### config.mk
export PLATFORM = sky130hd
export DESIGN_NAME = dbgac_top
export DESIGN_NICKNAME = d
export VERILOG_FILES = /design/src/include/dbgac_pkg.sv /design/src/dbgac_top.sv /design/src/dbgac_bank_mux.sv
export VERILOG_INCLUDE_DIRS = /design/src /design/src/include
export SDC_FILE = /design/constraint.sdc
export NUM_CORES = 1
export LEC_CHECK = 0
export BUFFER_PORTS_ARGS = -buffer_cell sky130_fd_sc_hd__buf_2
export CAP_MARGIN = 20
export CORE_ASPECT_RATIO = 0.9
export CORE_MARGIN = 8
export CORE_UTILIZATION = 40
export CTS_CLUSTER_DIAMETER = 120
export DETAILED_ROUTE_END_ITERATION = 8
export PLACE_DENSITY = 0.69
export SLEW_MARGIN = 10
export SYNTH_ARGS = -nofsm -noshare
export SYNTH_HDL_FRONTEND = slang
export SYNTH_HIERARCHICAL = 1
export SYNTH_SLANG_ARGS = --single-unit
export TNS_END_PERCENT = 10
### constraint.sdc
create_clock -name mclk_in -period 6.5 [get_ports mclk_in]
set_input_delay 1.3 -clock mclk_in [delete_from_list [all_inputs] [get_ports mclk_in]]
set_output_delay 1.3 -clock mclk_in [all_outputs]
set_load 0.01 [all_outputs]
### src/include/dbgac_cfg.svh
// Constants for the debug arm and trigger control block
`ifndef DBGAC_CFG_SVH
`define DBGAC_CFG_SVH
`define DBGAC_ADDR_W 8
`define DBGAC_CTRL_ONE_OFS 8'h20
`define DBGAC_STAT_OFS 8'h21
`define DBGAC_TRACE_OFS 8'h22
`define DBGAC_SHARED_OFS 8'h27
`define DBGAC_WIN_LO 8'h28
`define DBGAC_WIN_HI 8'h2F
`define DBGAC_ARM_BIT 7
`define DBGAC_IMMEDIATE_TRIGGER_REQUEST_BIT 6
`define DBGAC_BGND_BIT 4
`define DBGAC_FBRK_BIT 3
`define DBGAC_BANK_HI 1
`define DBGAC_BANK_LO 0
`define DBGAC_TSRC_BIT 6
`define DBGAC_TRIGGER_ALIGNMENT_BIT 0
`define DBGAC_BANK_A 2'h0
`define DBGAC_BANK_B 2'h1
`define DBGAC_BANK_C 2'h2
`define DBGAC_BANK_NONE 2'h3
`define DBGAC_ZERO8 8'h00
`define DBGAC_WIN_IDX_W 3
`endif

### src/include/dbgac_pkg.sv
// Types for the debug arm and trigger control block
package dbgac_pkg;
    typedef enum logic [1:0] {
        DBGAC_IDLE_ST = 2'b00,
        DBGAC_ARMED_ST = 2'b01,
        DBGAC_TRACE_ST = 2'b10
    } dbgac_state_t;
    typedef enum logic [1:0] {
        DBGAC_BRK_NONE = 2'b00,
        DBGAC_BRK_BGND = 2'b01,
        DBGAC_BRK_SWI = 2'b10
    } dbgac_brk_t;
endpackage

### src/dbgac_top.sv
// Debug arm, immediate trigger and breakpoint control with bank selection
`timescale 1ns/1ps
`include "dbgac_cfg.svh"
module dbgac_top
    import dbgac_pkg::*;
#(
    parameter int DW = 8
) (
    input wire logic mclk_in,
    input wire logic reset_in,
    input wire logic [7:0] reg_addr_in,
    input wire logic [DW-1:0] reg_wdata_in,
    input wire logic reg_wr_in,
    input wire logic reg_rd_in,
    output logic [DW-1:0] reg_rdata_out,
    input wire logic secure_in,
    input wire logic bgnd_enable_in,
    input wire logic bgnd_active_in,
    input wire logic final_state_in,
    input wire logic trace_done_in,
    input wire logic [2:0] seq_state_in,
    input wire logic [DW-1:0] seq_a_in,
    input wire logic [DW-1:0] seq_b_in,
    input wire logic [DW-1:0] seq_c_in,
    input wire logic [DW-1:0] mflag_in,
    input wire logic [DW-1:0] win_a_in,
    input wire logic [DW-1:0] win_b_in,
    input wire logic [DW-1:0] win_c_in,
    output logic armed_out,
    output logic enter_state1_out,
    output logic trigger_out,
    output logic trace_start_out,
    output logic session_end_out,
    output logic bgnd_break_out,
    output logic swi_break_out,
    output logic [2:0] win_sel_out
);
    // Only byte-wide registers are served
    if (DW != 8) begin : g_dw_check
        $error("dbgac_top: DW must be 8");
    end
    logic arm_reg;
    logic arm_next;
    logic bgnd_sel_reg;
    logic bgnd_sel_next;
    logic fbrk_en_reg;
    logic fbrk_en_next;
    logic [1:0] bank_reg;
    logic [1:0] bank_next;
    logic tsrc_reg;
    logic tsrc_next;
    logic trigger_alignment_reg;
    logic trigger_alignment_next;
    dbgac_state_t state_reg;
    dbgac_state_t state_next;
    logic immediate_trigger_request_src_reg;
    logic immediate_trigger_request_src_next;
    logic [DW-1:0] rdata_next;
    logic wr_c1;
    logic wr_tcr;
    logic rd_win;
    logic immediate_trigger_request_wr;
    logic arm_immediate_trigger_request_wr;
    logic immediate_trigger_request_fire;
    logic trace_ok;
    logic start_trace;
    logic trace_end;
    logic brk_req;
    logic brk_bgnd;
    logic brk_swi;
    logic auto_disarm;
    logic [DW-1:0] shared_val;
    logic [DW-1:0] window_val;
    logic [DW-1:0] c1_read;
    logic [DW-1:0] tcr_read;
    // Write and read-window decode
    assign wr_c1 = reg_wr_in && (reg_addr_in == `DBGAC_CTRL_ONE_OFS);
    assign wr_tcr = reg_wr_in && (reg_addr_in == `DBGAC_TRACE_OFS);
    assign rd_win = (reg_addr_in >= `DBGAC_WIN_LO) && (reg_addr_in <= `DBGAC_WIN_HI);
    assign immediate_trigger_request_wr = wr_c1 && reg_wdata_in[`DBGAC_IMMEDIATE_TRIGGER_REQUEST_BIT];
    assign arm_immediate_trigger_request_wr = immediate_trigger_request_wr && reg_wdata_in[`DBGAC_ARM_BIT];
    assign immediate_trigger_request_fire = immediate_trigger_request_wr && arm_reg && !arm_immediate_trigger_request_wr && (state_reg != DBGAC_TRACE_ST);
    // Trace permission and start
    assign trace_ok = tsrc_reg && !secure_in;
    assign start_trace = immediate_trigger_request_wr && !arm_immediate_trigger_request_wr && arm_reg && trace_ok
                         && (state_reg != DBGAC_TRACE_ST);
    assign trace_end = (state_reg == DBGAC_TRACE_ST) && trace_done_in;
    // Breakpoint request: final state while tracing is not permitted, or end of any trace
    assign brk_req = fbrk_en_reg && arm_reg &&
                     ((final_state_in && !trace_ok && state_reg != DBGAC_TRACE_ST) ||
                      trace_end);
    assign brk_bgnd = brk_req && bgnd_sel_reg && bgnd_enable_in;
    assign brk_swi = brk_req && ((bgnd_sel_reg && !bgnd_enable_in) ||
                                 (!bgnd_sel_reg && !bgnd_active_in));
    assign auto_disarm = trace_end || (brk_req && !trace_ok) || arm_immediate_trigger_request_wr;
    // Control register next values
    // Trigger-only writes leave arm as it is, so a trigger can run inside a session
    assign arm_next = auto_disarm ? 1'b0 :
                      (wr_c1 && !immediate_trigger_request_wr) ? reg_wdata_in[`DBGAC_ARM_BIT] : arm_reg;
    assign bank_next = wr_c1 ? reg_wdata_in[`DBGAC_BANK_HI:`DBGAC_BANK_LO] : bank_reg;
    assign bgnd_sel_next = (wr_c1 && !arm_reg) ? reg_wdata_in[`DBGAC_BGND_BIT] : bgnd_sel_reg;
    assign fbrk_en_next = (wr_c1 && !arm_reg) ? reg_wdata_in[`DBGAC_FBRK_BIT] : fbrk_en_reg;
    assign tsrc_next = (wr_tcr && !arm_reg && !secure_in) ? reg_wdata_in[`DBGAC_TSRC_BIT] : tsrc_reg;
    assign trigger_alignment_next = (wr_tcr && !arm_reg) ? reg_wdata_in[`DBGAC_TRIGGER_ALIGNMENT_BIT] : trigger_alignment_reg;
    // Session state machine
    always_comb begin
        state_next = state_reg;
        immediate_trigger_request_src_next = immediate_trigger_request_src_reg;
        unique case (state_reg)
            DBGAC_IDLE_ST: begin
                if (arm_next) begin
                    state_next = DBGAC_ARMED_ST;
                end
            end
            DBGAC_ARMED_ST: begin
                if (!arm_next) begin
                    state_next = DBGAC_IDLE_ST;
                end else if (start_trace) begin
                    state_next = DBGAC_TRACE_ST;
                    immediate_trigger_request_src_next = 1'b1;
                end else if (final_state_in && trace_ok) begin
                    state_next = DBGAC_TRACE_ST;
                    immediate_trigger_request_src_next = 1'b0;
                end
            end
            DBGAC_TRACE_ST: begin
                if (!arm_next || trace_end) begin
                    state_next = DBGAC_IDLE_ST;
                end
            end
            default: begin
                state_next = DBGAC_IDLE_ST;
            end
        endcase
    end
    // Read data: trigger reads zero, reserved bits zero
    assign c1_read = {arm_reg, 1'b0, 1'b0, bgnd_sel_reg, fbrk_en_reg, 1'b0, bank_reg};
    assign tcr_read = {1'b0, tsrc_reg, 5'h00, trigger_alignment_reg};
    assign rdata_next = !reg_rd_in ? `DBGAC_ZERO8 :
                        (reg_addr_in == `DBGAC_CTRL_ONE_OFS) ? c1_read :
                        (reg_addr_in == `DBGAC_STAT_OFS) ? {5'h00, seq_state_in} :
                        (reg_addr_in == `DBGAC_TRACE_OFS) ? tcr_read :
                        (reg_addr_in == `DBGAC_SHARED_OFS) ? shared_val :
                        rd_win ? window_val : `DBGAC_ZERO8;
    dbgac_bank_mux #(.DW(DW)) u_bank (
        .mclk_in(mclk_in),
        .reset_in(reset_in),
        .bank_in(bank_next),
        .seq_a_in(seq_a_in),
        .seq_b_in(seq_b_in),
        .seq_c_in(seq_c_in),
        .mflag_in(mflag_in),
        .win_a_in(win_a_in),
        .win_b_in(win_b_in),
        .win_c_in(win_c_in),
        .shared_out(shared_val),
        .window_out(window_val),
        .win_sel_out(win_sel_out)
    );
    // Control registers
    always_ff @(posedge mclk_in) begin
        if (reset_in) begin
            arm_reg <= 1'b0;
            bgnd_sel_reg <= 1'b0;
            fbrk_en_reg <= 1'b0;
            bank_reg <= `DBGAC_BANK_A;
            tsrc_reg <= 1'b0;
            trigger_alignment_reg <= 1'b0;
            state_reg <= DBGAC_IDLE_ST;
            immediate_trigger_request_src_reg <= 1'b0;
        end else begin
            arm_reg <= arm_next;
            bgnd_sel_reg <= bgnd_sel_next;
            fbrk_en_reg <= fbrk_en_next;
            bank_reg <= bank_next;
            tsrc_reg <= tsrc_next;
            trigger_alignment_reg <= trigger_alignment_next;
            state_reg <= state_next;
            immediate_trigger_request_src_reg <= immediate_trigger_request_src_next;
        end
    end
    // Registered outputs and pulses
    always_ff @(posedge mclk_in) begin
        if (reset_in) begin
            reg_rdata_out <= '0;
            armed_out <= 1'b0;
            enter_state1_out <= 1'b0;
            trigger_out <= 1'b0;
            trace_start_out <= 1'b0;
            session_end_out <= 1'b0;
            bgnd_break_out <= 1'b0;
            swi_break_out <= 1'b0;
        end else begin
            reg_rdata_out <= rdata_next;
            armed_out <= arm_next;
            enter_state1_out <= arm_next && !arm_reg;
            trigger_out <= immediate_trigger_request_fire;
            trace_start_out <= start_trace;
            session_end_out <= arm_reg && !arm_next;
            bgnd_break_out <= brk_bgnd;
            swi_break_out <= brk_swi;
        end
    end
    // Checks
    immediate_trigger_request_reads_zero_a: assert property (@(posedge mclk_in) disable iff (reset_in)
        reg_rd_in && reg_addr_in == `DBGAC_CTRL_ONE_OFS |=> !reg_rdata_out[`DBGAC_IMMEDIATE_TRIGGER_REQUEST_BIT])
        else $error("trigger bit read nonzero");
    cfg_locked_a: assert property (@(posedge mclk_in) disable iff (reset_in)
        arm_reg && wr_c1 |=> $stable(bgnd_sel_reg) && $stable(fbrk_en_reg))
        else $error("break config changed while armed");
    bank_any_a: assert property (@(posedge mclk_in) disable iff (reset_in)
        wr_c1 |=> bank_reg == $past(reg_wdata_in[`DBGAC_BANK_HI:`DBGAC_BANK_LO]))
        else $error("bank select write lost");
    arm_state1_a: assert property (@(posedge mclk_in) disable iff (reset_in)
        !arm_reg && wr_c1 && reg_wdata_in[`DBGAC_ARM_BIT] && !immediate_trigger_request_wr |=> enter_state1_out && armed_out)
        else $error("arming did not enter state one");
    arm_immediate_trigger_request_end_a: assert property (@(posedge mclk_in) disable iff (reset_in)
        arm_immediate_trigger_request_wr |=> !arm_reg ##0 !trace_start_out)
        else $error("arm with trigger did not end session");
    no_trace_a: assert property (@(posedge mclk_in) disable iff (reset_in)
        (secure_in || !tsrc_reg) |=> !trace_start_out)
        else $error("trace started without permission");
    immediate_trigger_request_pulse_a: assert property (@(posedge mclk_in) disable iff (reset_in)
        trigger_out |=> !trigger_out || $past(immediate_trigger_request_wr))
        else $error("trigger held beyond write");
    immediate_trigger_request_fire_a: assert property (@(posedge mclk_in) disable iff (reset_in)
        arm_reg && immediate_trigger_request_wr && !reg_wdata_in[`DBGAC_ARM_BIT] && (state_reg != DBGAC_TRACE_ST) |=> trigger_out)
        else $error("trigger write gave no pulse");
    brk_excl_a: assert property (@(posedge mclk_in) disable iff (reset_in)
        !(bgnd_break_out && swi_break_out))
        else $error("both breakpoint kinds raised");
    brk_enable_a: assert property (@(posedge mclk_in) disable iff (reset_in)
        !fbrk_en_reg |=> !bgnd_break_out && !swi_break_out)
        else $error("breakpoint raised while disabled");
    swi_route_a: assert property (@(posedge mclk_in) disable iff (reset_in)
        brk_req && !bgnd_sel_reg && bgnd_active_in |=> !swi_break_out && !bgnd_break_out)
        else $error("breakpoint raised while background active");
    trace_busy_a: assert property (@(posedge mclk_in) disable iff (reset_in)
        (state_reg == DBGAC_TRACE_ST) && immediate_trigger_request_wr |=> !trace_start_out && !trigger_out)
        else $error("trigger restarted running trace");
    immediate_trigger_request_brk_a: assert property (@(posedge mclk_in) disable iff (reset_in)
        trace_end && immediate_trigger_request_src_reg && fbrk_en_reg && bgnd_sel_reg && bgnd_enable_in |=> bgnd_break_out)
        else $error("trigger trace end gave no breakpoint");
    auto_disarm_a: assert property (@(posedge mclk_in) disable iff (reset_in)
        trace_end |=> !arm_reg)
        else $error("session end kept arm set");
endmodule

### src/dbgac_bank_mux.sv
// Selector that routes the bank window and shared register by bank select
`timescale 1ns/1ps
`include "dbgac_cfg.svh"
module dbgac_bank_mux #(
    parameter int DW = 8
) (
    input wire logic mclk_in,
    input wire logic reset_in,
    input wire logic [1:0] bank_in,
    input wire logic [DW-1:0] seq_a_in,
    input wire logic [DW-1:0] seq_b_in,
    input wire logic [DW-1:0] seq_c_in,
    input wire logic [DW-1:0] mflag_in,
    input wire logic [DW-1:0] win_a_in,
    input wire logic [DW-1:0] win_b_in,
    input wire logic [DW-1:0] win_c_in,
    output logic [DW-1:0] shared_out,
    output logic [DW-1:0] window_out,
    output logic [2:0] win_sel_out
);
    // Narrower words cannot carry the byte-wide registers
    if (DW < 8) begin : g_dw_check
        $error("dbgac_bank_mux: DW must be at least 8");
    end
    logic [DW-1:0] shared_next;
    logic [DW-1:0] window_next;
    logic [2:0] sel_next;
    // Bank decode: shared register and window contents
    assign shared_next = (bank_in == `DBGAC_BANK_A) ? seq_a_in :
                         (bank_in == `DBGAC_BANK_B) ? seq_b_in :
                         (bank_in == `DBGAC_BANK_C) ? seq_c_in : mflag_in;
    assign window_next = (bank_in == `DBGAC_BANK_A) ? win_a_in :
                         (bank_in == `DBGAC_BANK_B) ? win_b_in :
                         (bank_in == `DBGAC_BANK_C) ? win_c_in : '0;
    assign sel_next = (bank_in == `DBGAC_BANK_NONE) ? 3'h0 : {1'b0, bank_in} + 3'h1;
    // Registered outputs
    always_ff @(posedge mclk_in) begin
        if (reset_in) begin
            shared_out <= '0;
            window_out <= '0;
            win_sel_out <= 3'h0;
        end else begin
            shared_out <= shared_next;
            window_out <= window_next;
            win_sel_out <= sel_next;
        end
    end
endmodule

==> results.json <==
{
  "clock_path_buffers": 2,
  "slowest_delay_ns": 0.62,
  "via_count": 1960,
  "critPathKind": "in2reg",
  "post-cts-setup-buffers": 0,
  "drive_gt1_frac": 0.413,
  "placeableCoreArea_sq_um": 5220,
  "grt_use_met3": 0.0646,
  "finalCritPeriodShare": 0.585,
  "reg2regPathDepth": 5,
  "place_ws_ns": 2.05,
  "max_freq_mhz": 263,
  "grt_pass1_vias": 2040,
  "skew_ns": 0.00571,
  "maxCapViolations": 0,
  "required_ns": 6.66,
  "rows": 25,
  "period_needed_ns": 3.80,
  "die_w_um": 93.5,
  "final_max_slew_viol_count": 0,
  "reg2reg_from": "bank_reg[1]",
  "hpwl_um": 4650,
  "fin_nets": 403,
  "r2r_end": "u_bank/shared_out[1]",
  "grt_pass1_wl_um": 9370,
  "htreeDepth": 2,
  "worstHoldStart": "state_reg[1]",
  "min_delay_path_depth": 1,
  "fin_ws_ns": 2.70,
  "worst_pin_slew_ns": 0.726,
  "cts_tree": "yes",
  "synth_area_leaders": "dfxtp_1, mux2i_1, o221ai_2, nand3b_1, nand2_1",
  "dr.first_iter.drc_count": 62,
  "grt_util_met2": 0.207,
  "port_buffers": 99,
  "hold_buffers": 0,
  "clkTransAtPathRegs_ns": 0.09,
  "mostFrequentLayoutCell": "buf_2",
  "finalSetupTns_ns": 0,
  "antenna_found_initial": 0,
  "yosysTopAreaCellShare": 0.388,
  "hold_path_end": "state_reg[0]",
  "diodes": 0,
  "chipHeight_um": 85.8,
  "syn-num-nets": 311,
  "ys_seq_elements": 42,
  "rrSetupSlack_ns": 4.38,
  "mostFrequentLayoutCells": "buf_2, dfxtp_1, nand2_1, nor2_1",
  "die_area_sq_um": 8020,
  "maxSlewHeadroom": 0.516,
  "via_per_inst": 5.13,
  "cts-resized-gates": 0,
  "cts.sinks": 42,
  "avgSynthCellArea_sq_um": 9.75,
  "cp_max_fo": 25,
  "crit_path_end_kind": "flip-flop",
  "gr-total-overflow": 0,
  "synthCells": 222,
  "clock_latency_ns": 0.30,
  "start_util": 0.414,
  "yosysWarnings": 6,
  "synth-main-ff-cell": "dfxtp_1",
  "grt_max_degree": 36,
  "rsz0062_at_grt": "false",
  "use_met1": 0.188,
  "setup_viol": 0,
  "route.detailed.drc": 0,
  "synth_cell_types": 48,
  "critPathTopFamily": "simple AND/OR/NAND/NOR gates",
  "worstSetupStartpointType": "input pin",
  "ir_drop_uv": 77.9,
  "path_cells": "buf_2 > nor4b_4 > nand4_2 > mux2_2 > inv_1 > ha_1 > or3_1 > o221ai_2",
  "grt_use_total": 0.144,
  "cp.arrival_ns": 3.97,
  "cts-buffers-inserted": 5,
  "synth_top_area_cell": "dfxtp_1",
  "fillCellCount": 488,
  "busiest_layer": "met2",
  "io_pins": 102,
  "drtPass1Iterations": 4,
  "crit_slowest_cell": "ha_1",
  "wirelength_um": 5770,
  "final_antenna_net_count": 0,
  "syn2layout_area_growth_pct": 27.7,
  "status": "finished, final reports clean",
  "hold_violations": 0,
  "synth_edf_count": 0,
  "hp-class": "reg2reg",
  "wl_per_cell_um": 15.1,
  "gp_congestion": 0.775,
  "ys_seq_area_frac": 0.388,
  "largestRegisters": "reg_rdata_out (8), u_bank/shared_out (8), u_bank/window_out (8)",
  "netlist_area_sq_um": 2160,
  "p_leak_uw": 0.00126,
  "cts-root-buf": "clkbuf_8",
  "path_buf_inv": 2,
  "power_density_nw_per_um2": 181,
  "async_reset_ff_frac": 0
}
## power by group
group / total [uW] / internal [uW] / switching, uW
Clock: 178 / 79.7 / 98.4
Sequential: 265 / 263 / 1.64
Combinational: 56.2 / 30.0 / 26.2
Total: 499 / 373 / 126
## kinds of logic (layout without fill, tap and decap cells)
kind of cell	Yosys count	after routing	share of synthesized area
compound gates	51	51	0.209
fa+ha+maj	5	5	0.0289
buf+inv	29	122	0.0659
flops	42	42	0.388
mux	16	16	0.0751
other cells	1	1	0.00173
simple gates	78	78	0.231
## cell usage after synthesis, drive strengths merged, types with 2 or more instances
cell type and number:
a211oi 2, o21ai 5, and2 3, or4bb 4, nor3 3, ha 5
nand4 3, a221oi 9, a31oi 2, inv 14, a21oi 12, a22o 4
o221ai 9, clkbuf 3, nor2 15, buf 12, nand3b 10, nand2 18
nand2b 2, mux2 2, dfxtp 42, nor2b 4, nor4 2, or3 2
nand4bb 4, a22oi 4, mux2i 14
## worst max path at each step
| stage | end | start | slack [ns] | cells past startpoint |
|---|---|---|---|---|
| CTS | u_bank/shared_out[1] | reg_addr_in[7] | 2.38 | 8 |
| finish | u_bank/shared_out[1] | reg_addr_in[7] | 2.70 | 8 |
| detailed placement | u_bank/shared_out[1] | reg_addr_in[7] | 2.05 | 8 |
| global placement | u_bank/shared_out[5] | reg_addr_in[7] | 2.11 | 8 |
| global route | u_bank/shared_out[1] | reg_addr_in[7] | 2.46 | 8 |
| floorplan | u_bank/shared_out[0] | reg_addr_in[7] | 3.20 | 7 |
## through the flow
step                      cells  hold slack (ns)  total power [uW]  cell area [sq um]  utilization
after floorplan             222            0.419               296               2160            -
after global placement      373            0.429               327               2650        0.508
after detailed placement    373            0.442               327               2650        0.508
after CTS                   381            0.455               504               2750        0.526
after global routing        382            0.489               525               2760        0.529
final                       382            0.454               499               2760        0.529
## cell type report
cell class	instances	area, sq um	share of cell area
Multi-Input combinational cell	151	1180	0.427
Timing Repair Buffer	100	510	0.185
Sequential cell	42	841	0.304
Inverter	14	52.6	0.0190
Tap cell	67	83.8	0.0303
Clock buffer	5	68.8	0.0249
Clock inverter	3	26.3	0.00951
## metal layers
layer | up-vias | routed length [um]
li1 | 1001 | -
met1 | 869 | 2670
met2 | 84 | 2410
met3 | 6 | 634
met4 | 0 | 55
met5 | - | 0
Note: power is estimated with default switching activity, not from simulation.
